### src/include/t0ps_map.svh
// register offsets, field positions, reset values and timing counts of the timer block
`ifndef T0PS_MAP_SVH
`define T0PS_MAP_SVH

// apb byte offsets
`define T0PS_OFF_COUNT 8'h00
`define T0PS_OFF_OPTION 8'h04
`define T0PS_OFF_INTCTL 8'h08
`define T0PS_OFF_STATUS 8'h0C
`define T0PS_OFF_MASK 8'h10
`define T0PS_OFF_CMD 8'h14

// reset values
`define T0PS_RST_COUNT 8'h00
`define T0PS_RST_OPTION 8'hFF
`define T0PS_RST_INTCTL 8'h00
`define T0PS_RST_MASK 8'h00

// field positions
`define T0PS_INTCTL_OVF_EN 5
`define T0PS_INTCTL_OVF_FLAG 2
`define T0PS_STATUS_OVF 0
`define T0PS_CMD_WDT_CLEAR 0

// timing: pclk period and instruction cycle, both in ns
`define T0PS_PCLK_NS 25
`define T0PS_ICYC_NS 100
`define T0PS_ICYC_DIV (`T0PS_ICYC_NS / `T0PS_PCLK_NS)
`define T0PS_WRITE_HOLDOFF 2

`endif

### src/include/t0ps_pkg.sv
// types shared by the timer block
package t0ps_pkg;
	// option register fields, msb first
	typedef struct packed {
		logic pullup_off;
		logic int_edge;
		logic count_source_select;
		logic source_edge_select;
		logic prescaler_assign;
		logic [2:0] prescale_rate;
	} t0ps_option_t;

	// apb request as seen by the slave
	typedef struct packed {
		logic sel;
		logic enable;
		logic write;
		logic [7:0] addr;
		logic [31:0] wdata;
	} t0ps_apb_req_t;
endpackage : t0ps_pkg

### src/rtl/t0ps_prescaler.sv
// shared eight-bit prescaler, divides its input tick by a power of two
`timescale 1ns/100ps
`include "t0ps_map.svh"
module t0ps_prescaler
	import t0ps_pkg::*;
(
	input wire logic pclk,
	input wire logic presetn,
	input wire logic clear,
	input wire logic tick_in,
	input wire logic [3:0] log2_div,
	output logic tick_out
);
	logic [7:0] cnt_r;
	logic [7:0] cnt_nxt;
	logic [7:0] wrap_mask;

	// low bits all ones means the next tick completes a period
	always_comb begin
		wrap_mask = 8'(9'h1FF >> (4'd9 - log2_div));
		tick_out = tick_in & ((cnt_r & wrap_mask) == wrap_mask) & ~clear;
		cnt_nxt = cnt_r;
		if (clear) begin
			cnt_nxt = 8'h00;
		end else if (tick_in) begin
			cnt_nxt = cnt_r + 8'h01;
		end
	end

	// count register, software reaches it only through clear
	always_ff @(posedge pclk or negedge presetn) begin
		if (!presetn) begin
			cnt_r <= 8'h00;
		end else begin
			cnt_r <= cnt_nxt;
		end
	end
endmodule : t0ps_prescaler

### src/rtl/t0ps_timer.sv
// eight-bit timer/counter with a prescaler shared with the watchdog, apb slave
//
// Chosen here: the APB slave port and the address map.
`timescale 1ns/100ps
`include "t0ps_map.svh"
module t0ps_timer
	import t0ps_pkg::*;
(
	input wire logic pclk,
	input wire logic presetn,
	input wire logic psel,
	input wire logic penable,
	input wire logic pwrite,
	input wire logic [7:0] paddr,
	input wire logic [31:0] pwdata,
	output logic [31:0] prdata,
	output logic pready,
	output logic pslverr,
	input wire logic timer_ext_clock_pin,
	input wire logic wdt_osc_tick,
	output logic wdt_tick,
	output logic wdt_clear,
	output logic irq
);
	t0ps_apb_req_t req;
	t0ps_option_t opt;
	logic wr_acc;
	logic rd_setup;
	logic addr_ok;

	logic [7:0] count_r, count_nxt;
	logic [7:0] option_r, option_nxt;
	logic [7:0] intctl_r, intctl_nxt;
	logic [7:0] mask_r, mask_nxt;
	logic ovf_flag_r, ovf_flag_nxt;
	logic [1:0] holdoff_r, holdoff_nxt;
	logic [1:0] icyc_r, icyc_nxt;
	logic [31:0] prdata_r, prdata_nxt;
	logic wdt_clear_r, wdt_clear_nxt;
	logic pin_s1_r, pin_s2_r, pin_s3_r;

	logic icyc_tick;
	logic pin_edge;
	logic src_tick;
	logic ps_in;
	logic ps_clear;
	logic ps_out;
	logic [3:0] ps_log2;
	logic tmr_inc;
	logic ovf;
	logic wr_count;

	// address decode helper shared by read and write paths
	function automatic logic t0ps_mapped(input logic [7:0] a);
		t0ps_mapped = (a == `T0PS_OFF_COUNT) || (a == `T0PS_OFF_OPTION) ||
			(a == `T0PS_OFF_INTCTL) || (a == `T0PS_OFF_STATUS) ||
			(a == `T0PS_OFF_MASK) || (a == `T0PS_OFF_CMD);
	endfunction : t0ps_mapped

	// apb request bundle and phase decode
	assign req = '{sel: psel, enable: penable, write: pwrite, addr: paddr, wdata: pwdata};
	assign opt = t0ps_option_t'(option_r);
	assign addr_ok = t0ps_mapped(req.addr);
	assign wr_acc = req.sel & req.enable & req.write & addr_ok;
	assign rd_setup = req.sel & ~req.enable & ~req.write;
	assign wr_count = wr_acc & (req.addr == `T0PS_OFF_COUNT);

	// zero wait states, read data captured in the setup cycle
	assign pready = 1'b1;
	assign pslverr = req.sel & req.enable & ~addr_ok;
	assign prdata = prdata_r;

	always_comb begin
		icyc_nxt = (icyc_r == 2'(`T0PS_ICYC_DIV - 1)) ? 2'd0 : icyc_r + 2'd1;
	end
	assign icyc_tick = (icyc_r == 2'(`T0PS_ICYC_DIV - 1));

	always_ff @(posedge pclk or negedge presetn) begin
		if (!presetn) begin
			pin_s1_r <= 1'b0;
			pin_s2_r <= 1'b0;
			pin_s3_r <= 1'b0;
		end else begin
			pin_s1_r <= timer_ext_clock_pin;
			pin_s2_r <= pin_s1_r;
			pin_s3_r <= pin_s2_r;
		end
	end

	assign pin_edge = opt.source_edge_select ? (pin_s3_r & ~pin_s2_r) :
		(~pin_s3_r & pin_s2_r);

	// source select picks pin or cycle
	assign src_tick = opt.count_source_select ? pin_edge : icyc_tick;

	assign ps_in = opt.prescaler_assign ? wdt_osc_tick : src_tick;
	assign ps_clear = opt.prescaler_assign ? wdt_clear_r : wr_count;
	// timer ratios 1:2 up to 1:256
	// timer one step coarser than watchdog
	assign ps_log2 = {1'b0, opt.prescale_rate} + {3'b000, ~opt.prescaler_assign};

	t0ps_prescaler u_prescaler (
		.pclk(pclk),
		.presetn(presetn),
		.clear(ps_clear),
		.tick_in(ps_in),
		.log2_div(ps_log2),
		.tick_out(ps_out)
	);

	// undivided timer only when prescaler away
	assign tmr_inc = (opt.prescaler_assign ? src_tick : ps_out) && (holdoff_r == 2'd0);
	assign wdt_tick = opt.prescaler_assign ? ps_out : wdt_osc_tick;
	assign wdt_clear = wdt_clear_r;
	// a count write in the same cycle overrides the wrap, so no flag
	assign ovf = tmr_inc && !wr_count && (count_r == 8'hFF);

	// count, holdoff and overflow flag next values
	always_comb begin
		count_nxt = count_r;
		holdoff_nxt = holdoff_r;
		ovf_flag_nxt = ovf_flag_r;
		if (wr_count) begin
			holdoff_nxt = 2'(`T0PS_WRITE_HOLDOFF);
		end else if (icyc_tick && holdoff_r != 2'd0) begin
			holdoff_nxt = holdoff_r - 2'd1;
		end
		if (wr_count) begin
			count_nxt = req.wdata[7:0];
		end else if (tmr_inc) begin
			count_nxt = count_r + 8'h01;
		end
		// software clears via either register
		if (wr_acc && req.addr == `T0PS_OFF_INTCTL) begin
			ovf_flag_nxt = req.wdata[`T0PS_INTCTL_OVF_FLAG];
		end else if (wr_acc && req.addr == `T0PS_OFF_STATUS &&
			req.wdata[`T0PS_STATUS_OVF]) begin
			ovf_flag_nxt = 1'b0;
		end
		// wrap sets flag, set beats clear
		if (ovf) begin
			ovf_flag_nxt = 1'b1;
		end
	end

	// configuration and command next values
	always_comb begin
		option_nxt = option_r;
		intctl_nxt = intctl_r;
		mask_nxt = mask_r;
		wdt_clear_nxt = 1'b0;
		if (wr_acc) begin
			unique case (req.addr)
				`T0PS_OFF_OPTION: begin
					option_nxt = req.wdata[7:0];
				end
				`T0PS_OFF_INTCTL: begin
					intctl_nxt = req.wdata[7:0];
				end
				`T0PS_OFF_MASK: begin
					mask_nxt = {7'h00, req.wdata[0]};
				end
				`T0PS_OFF_CMD: begin
					wdt_clear_nxt = req.wdata[`T0PS_CMD_WDT_CLEAR];
				end
				default: begin
					option_nxt = option_r;
				end
			endcase
		end
	end

	always_comb begin
		prdata_nxt = prdata_r;
		if (rd_setup) begin
			prdata_nxt = 32'h0000_0000;
			unique case (req.addr)
				`T0PS_OFF_COUNT: prdata_nxt = {24'h000000, count_r};
				`T0PS_OFF_OPTION: prdata_nxt = {24'h000000, option_r};
				`T0PS_OFF_INTCTL: begin
					prdata_nxt = {24'h000000, intctl_r};
					prdata_nxt[`T0PS_INTCTL_OVF_FLAG] = ovf_flag_r;
				end
				`T0PS_OFF_STATUS: prdata_nxt = {31'h00000000, ovf_flag_r};
				`T0PS_OFF_MASK: prdata_nxt = {24'h000000, mask_r};
				default: prdata_nxt = 32'h0000_0000;
			endcase
		end
	end

	// block state registers other than the pin synchronisers
	always_ff @(posedge pclk or negedge presetn) begin
		if (!presetn) begin
			count_r <= `T0PS_RST_COUNT;
			option_r <= `T0PS_RST_OPTION;
			intctl_r <= `T0PS_RST_INTCTL;
			mask_r <= `T0PS_RST_MASK;
			ovf_flag_r <= 1'b0;
			holdoff_r <= 2'd0;
			icyc_r <= 2'd0;
			prdata_r <= 32'h0000_0000;
			wdt_clear_r <= 1'b0;
		end else begin
			count_r <= count_nxt;
			option_r <= option_nxt;
			intctl_r <= intctl_nxt;
			mask_r <= mask_nxt;
			ovf_flag_r <= ovf_flag_nxt;
			holdoff_r <= holdoff_nxt;
			icyc_r <= icyc_nxt;
			prdata_r <= prdata_nxt;
			wdt_clear_r <= wdt_clear_nxt;
		end
	end

	// level interrupt from masked sticky flag
	assign irq = ovf_flag_r & mask_r[0];
endmodule : t0ps_timer

### config.mk
export PLATFORM = sky130hd
export DESIGN_NAME = t0ps_timer
export DESIGN_NICKNAME = d
export VERILOG_FILES = /design/src/include/t0ps_pkg.sv /design/src/rtl/t0ps_prescaler.sv /design/src/rtl/t0ps_timer.sv
export VERILOG_INCLUDE_DIRS = /design/src /design/src/include
export SDC_FILE = /design/constraint.sdc
export NUM_CORES = 1
export LEC_CHECK = 0
export BUFFER_PORTS_ARGS = -buffer_cell sky130_fd_sc_hd__clkbuf_2
export CELL_PAD_IN_SITES_DETAIL_PLACEMENT = 0
export CELL_PAD_IN_SITES_GLOBAL_PLACEMENT = 1
export CORE_MARGIN = 2
export CORE_UTILIZATION = 39
export CTS_CLUSTER_DIAMETER = 200
export CTS_CLUSTER_SIZE = 14
export DETAILED_ROUTE_END_ITERATION = 8
export PLACE_DENSITY = 0.76
export REMOVE_ABC_BUFFERS = 1
export SKIP_CTS_REPAIR_TIMING = 1
export SLEW_MARGIN = 15
export SYNTH_ARGS = -nofsm -noshare
export SYNTH_HDL_FRONTEND = slang
export SYNTH_SLANG_ARGS = --single-unit
### constraint.sdc
create_clock -name pclk -period 3.09 [get_ports pclk]
set_clock_uncertainty 0.15 [all_clocks]
set_input_delay 0.309 -clock pclk [delete_from_list [all_inputs] [get_ports pclk]]
set_output_delay 0.309 -clock pclk [all_outputs]
set_load 0.02 [all_outputs]
### Word level (Yosys, flattened, before mapping)

Cells that the tools add are included.

| operators by class | value |
|---|---|
| add/subtract/negate cells | 6 |
| equality and inequality tests | 8 |
| shift operators | 1 |
| mux-type cells | 19 |
| bitwise logic cells | 20 |
| reduce and logical (&&, ||, !) cells | 23 |

Operators with widths:

| operator | number |
|---|---|
| one-hot mux 8 bit (5 select lines) | 1 |
| 2-to-1 mux 8 bit | 4 |
| adder 8 x 1 -> 8 bit (second input constant) | 2 |
| == test 8 x 4 -> 1 bit (second input constant) | 2 |
| == test 8 x 5 -> 1 bit (second input constant) | 2 |
| bitwise AND 1 bit | 12 |
| 2-to-1 mux 1 bit | 11 |
| right shift 9 x 4 -> 8 bit (first input constant) | 1 |
| bitwise AND 8 bit | 1 |
| == test 8 x 3 -> 1 bit (second input constant) | 1 |
| == test 8 bit | 1 |
| == test 8 bit (second input constant) | 1 |
| zero test 8 bit | 1 |
| nonzero test 2 bit | 4 |
| logical AND 1 bit | 7 |
| NOT 1 bit | 7 |
| 2-to-1 mux 2 bit | 3 |
| AND reduction 2 bit | 3 |
| logical OR 1 bit | 5 |
| adder 3 x 1 -> 4 bit | 1 |
| subtractor 4 bit (first input constant) | 1 |
| nonzero test 3 bit | 1 |
| adder 2 x 1 -> 2 bit (second input constant) | 1 |
| == test 2 bit (second input constant) | 1 |
| 3 further kinds | 3 |

| storage, ports and cells | value |
|---|---|
| bits in registers | 74 |
| input port bits | 47 |
| output and inout port bits | 37 |
| word-level logic and storage cells | 90 |

### Depth between registers and ports, before layout

| logic depth | value |
|---|---|
| depth after elaboration | 16 |
| mapped depth | 12 |
| depth with buffers taken out | 12 |

### Modules after synthesis

Synthesis repeated with hierarchy kept, for this count alone.

| unflattened totals | value |
|---|---|
| cells, all modules | 275 |
| area, all modules | 2816.5 um^2 |

By module, submodules not included:

| module | times used | cells an instance | area each (um^2) | sequential area each (um^2) |
|---|---|---|---|---|
| t0ps_timer | 1 | 221 | 2304.7 | 1036.0 |
| t0ps_prescaler | 1 | 54 | 511.7 | 200.2 |

### Worst setup path after synthesis

OpenSTA, ideal clock, no wires.

| timing path | value |
|---|---|
| path kind | register to register |
| start point | register option_r[3], in the netlist opt[3] |
| end point | register count_r[7] |
| setup time | 0.126 ns |
| arrival | 2.444 ns |
| required time | 2.814 ns |
| setup slack | 0.370 ns |
| cell stages (with the launch flop) | 12 |
| buffers on the path | 0 |
| clock period less this slack | 2.720 ns |
| path through | dfstp_2 -> inv_1 -> ha_1 -> inv_1 -> ha_1 -> ha_1 -> or3_1 -> o311ai_0 -> a21oi_1 -> o211ai_1 -> o311ai_0 -> a221o_1 |

| on the way | value |
|---|---|
| longest elaborated chain between the ends | 11 |
| elaborated cells between the ends (all ways) | 14 |
| classes of those cells | 2 x add/sub; 1 x eq/ne; 1 x shift; 3 x mux; 5 x bitwise; 2 x reduce/logical |

RTL lines:

| item | RTL line | source |
|---|---|---|
| from (decl) | t0ps_timer.sv:32 | `logic [7:0] option_r, option_nxt;` |
| from (signal assigned) | t0ps_timer.sv:195 | `` option_r <= `T0PS_RST_OPTION; `` |
| from (signal assigned) | t0ps_timer.sv:205 | `option_r <= option_nxt;` |
| NOT 1 bit | t0ps_timer.sv:100 | `assign ps_log2 = {1'b0, opt.prescale_rate} + {3'b000, ~opt.prescaler_assign};` |
| adder 3 x 1 -> 4 bit | t0ps_timer.sv:100 |  |
| subtractor 4 bit | t0ps_prescaler.sv:20 | `wrap_mask = 8'(9'h1FF >> (4'd9 - log2_div));` |
| right shift 9 x 4 -> 8 bit | t0ps_prescaler.sv:20 |  |
| bitwise AND 8 bit | t0ps_prescaler.sv:21 | `tick_out = tick_in & ((cnt_r & wrap_mask) == wrap_mask) & ~clear;` |
| == test 8 bit | t0ps_prescaler.sv:21 |  |
| bitwise AND 1 bit (2 in series) | t0ps_prescaler.sv:21 |  |
| 2-to-1 mux 1 bit (*) | t0ps_timer.sv:112 | `assign tmr_inc = (opt.prescaler_assign ? src_tick : ps_out) && (holdoff_r == 2'd0);` |
| logical AND 1 bit (*) | t0ps_timer.sv:112 |  |
| nonzero test 2 bit (no line) (*) | - |  |
| to (signal assigned) | t0ps_timer.sv:194 | `` count_r <= `T0PS_RST_COUNT; `` |
| to (signal assigned) | t0ps_timer.sv:204 | `count_r <= count_nxt;` |
| to (decl) | t0ps_timer.sv:31 | `logic [7:0] count_r, count_nxt;` |

Every way passes the cells marked *; elsewhere a longest branch is shown, timed or not.
A chain may end at the register's enable or synchronous reset.

### Final worst setup path

| timing path | value |
|---|---|
| start point | register option_r[0], in the netlist opt[0] |
| end point | output wdt_tick |

| on the way | value |
|---|---|
| longest elaborated chain between the ends | 8 |

RTL lines:

| item | RTL line | source |
|---|---|---|
| adder 3 x 1 -> 4 bit (*) | t0ps_timer.sv:100 |  |
| subtractor 4 bit (*) | t0ps_prescaler.sv:20 |  |
| right shift 9 x 4 -> 8 bit (*) | t0ps_prescaler.sv:20 |  |
| bitwise AND 8 bit | t0ps_prescaler.sv:21 |  |
| == test 8 bit (*) | t0ps_prescaler.sv:21 |  |
| bitwise AND 1 bit (*) (2 in series) | t0ps_prescaler.sv:21 |  |
| 2-to-1 mux 1 bit (*) | t0ps_timer.sv:113 | `assign wdt_tick = opt.prescaler_assign ? ps_out : wdt_osc_tick;` |
| to (decl) | t0ps_timer.sv:21 | `output logic wdt_tick,` |

Marks and branches as above.

==> out/qor.yml <==
yosys:
  postSynthAreaPerCell_um2: 9.34
  synthArstFlopShare_pct: 100
  yosys_register_bits: 49
  synth-main-ff-cell: "dfrtp_1"
  synth_warnings: 0
  syn_inst: 310
  synth-edff-count: 0
  synth_top_area_share_pct: 35.4
  synth_area_um2: 2900
  synth_top_area_cell: "dfrtp_1"
  synth.distinct_cells: 52
  synthTopCellsByArea: "dfrtp_1 35%, dfstp_2 7.3%, nand2_1 6.6%, buf_4 6.5%, mux2_2 4.7%"
  seq_area_frac_synth_pct: 42.7
critical_path:
  cp.depth: 10
  crit_buf_inv: 2
  path_delay_family: "flip-flops"
  cp_common_cell: "ha_4"
  path_class: "reg -> out"
  crit_path_max_incr_delay_ns: 0.58
  crit_chain: "ha_4 -> inv_4 -> ha_4 -> ha_4 -> or3_4 -> o311ai_4 -> a21oi_1 -> o211ai_1 -> o31ai_2 -> buf_4"
  worstPathMaxFanout: 3
  critPathArrivalTime_ns: 2.54
  cpMaxStageDelayCell: "dfstp_2"
  worst_setup_path_end_kind: "primary output"
  worst_r2r_path_depth: 11
  start_kind: "flip-flop"
  required_ns: 2.63
place:
  port_buffers: 34
  dp.cells: 439
  place_ws_ns: 0.0958
  place_congestion: 0.766
  dpl.hpwl_mm: 4.53
floorplanning:
  io_pins: 84
  row_count: 31
  core_area_um2: 7210
  die_width_um: 90.2
  dieArea_um2: 8130
  start_util_pct: 40.1
  die_y_um: 90.2
cts:
  cts_htree_levels: 2
  cts_buffers: 5
  cts_tree: "done"
  clk_pin_slew_ns: 0.10
  cts_root_buffer: "clkbuf_8"
  cts_sinks: 49
  clock_path_buffers: 2
  clk_latency_ns: 0.30
global_route:
  grt_max_degree: 50
  grtUsageTotal_pct: 15.6
  grt_pass1_vias: 2143
  antenna_found_initial: 0
  grt_pass1_wl_mm: 10.5
  grt.overflow.total: 0
detailed_routing:
  drt-wirelength-per-cell_um: 14.1
  routed_wl_mm: 6.36
  postRouteAntennaNets: 0
  drt_iter0_drc: 131
  viasPerCell: 4.97
  vias: 2240
  drc: 0
  drt-pass1-iter-count: 4
layout:
  nets: 406
  final_layout_size_suffix_gt1_share_pct: 25.3
  final_cells: 451
  fillers: 737
  diodes: 0
  areaGrowthSynthToFinish_pct: 15.6
job:
  maxCapViolations: 0
pwr:
  leakage_nw: 1.51
  power_mw: 1.63
  power.density_nw_per_um2: 488
  vdd_drop_max_uv: 406
sta:
  drv_slew: 0
  setup_ws_ns: 0.0910
  setup_violations: 0
  max_slew.worst_pin.slew_ns: 0.700
  period_share_pct: 97.1
  hold_viol_final: 41
  hold_ws_ns: -0.0525
  fmax_mhz: 333
  maxSlewHeadroom_pct: 53.0
  min_period_ns: 3.00
  finalSetupTns_ns: 0
  rsz0062_at_grt: "true"
run_status:
  violations: "negative hold slack"
  status: "finished with violations"
min_path:
  holdCritPathClass: "in -> async"
==> final cells by class <==
type                    instances  area, µm²  share of cell area, %
clock inverters                 3       46.3                   1.38
flip-flops and latches         49       1240                   36.9
multi-input cells             237       1560                   46.5
repair buffers                 44        263                   7.84
inverters                      14       55.1                   1.64
clock buffers                   5       68.8                   2.05
well taps                      99        124                   3.70
==> layer usage <==
layer  global-route usage [%]  share of wire, %
met2                     25.1                47
met1                     22.1                48
met4                     2.56              0.46
met5                        0                 0
met3                     3.02               4.2
==> path summary, 6_finish.rpt <==
path                               startpoint                endpoint  slack (ns)
setup reg to reg           opt[0]$_DFFE_PN1P_  count_r[2]$_DFFE_PN0P_        0.10
hold reg to reg            pin_s1_r$_DFF_PN0_      pin_s2_r$_DFF_PN0_        0.21
max in group asynchronous             presetn      pin_s2_r$_DFF_PN0_        2.41
hold / removal                        presetn   prdata[1]$_DFFE_PN0P_       -0.05
setup / recovery           opt[0]$_DFFE_PN1P_                wdt_tick        0.09
min in group pclk                   pwdata[5]  count_r[5]$_DFFE_PN0P_        0.09
==> Yosys cell counts (5+ instances only) <==
library cell,count
nor2_1,19
o21ai_0,24
inv_1,14
nand2_1,51
a21oi_1,5
xor2_1,5
nand4_1,8
buf_4,25
dfrtp_1,41
nand3_1,6
dfstp_2,8
nor2b_1,7
and3_1,8
mux2_2,12
ha_1,8
mux2i_1,9
==> logic make-up (layout without fill, tap and decap cells) <==
group	after synthesis	after routing	synth area share [%]
AND/OR/NAND/NOR	119	119	20.8
AO/OA/AOI/OAI	54	54	12.1
flip-flops	49	49	42.7
buffers and inverters	47	66	9.42
multiplexers	22	22	8.55
XOR/XNOR	9	9	2.72
adder cells (fa/ha/maj)	8	8	3.46
other	2	25	0.259
==> through the flow <==
step	util [%]	instance area, µm²
2_1_floorplan	-	2760
3_3_place_gp	43.0	3100
3_5_place_dp	43.0	3100
4_1_cts	44.6	3220
5_1_grt	46.4	3350
6_report	46.4	3350
==> registers in the layout, indices dropped and copies added, names as in the netlist <==
name	flops
pin_s1_r	1
pin_s3_r	1
pin_s2_r	1
u_prescaler.cnt_r	8
prdata	8
icyc_r	2
intctl_r	7
wdt_clear	1
count_r	8
ovf_flag_r	1
holdoff_r	2
opt	8
mask_r	1
==> cells in the final DEF (no fill, tap or decap), types with 8 or more instances in the layout <==
master | synthesis | routed
dfrtp_1 | 41 | 41
mux2i_1 | 9 | 9
nor2_1 | 19 | 19
nand4_1 | 8 | 8
nand2_1 | 51 | 51
buf_4 | 25 | 9
inv_1 | 14 | 12
o21ai_0 | 24 | 24
conb_1 | 2 | 25
and3_1 | 8 | 8
dfstp_2 | 8 | 8
clkbuf_2 | 0 | 33
mux2_2 | 12 | 12
==> power breakdown <==
part | internal [mW] | switching (mW)
Clock | 0.243 | 0.228
Sequential | 0.722 | 0.0950
Combinational | 0.143 | 0.203
Power figures use the tool's default switching activity.
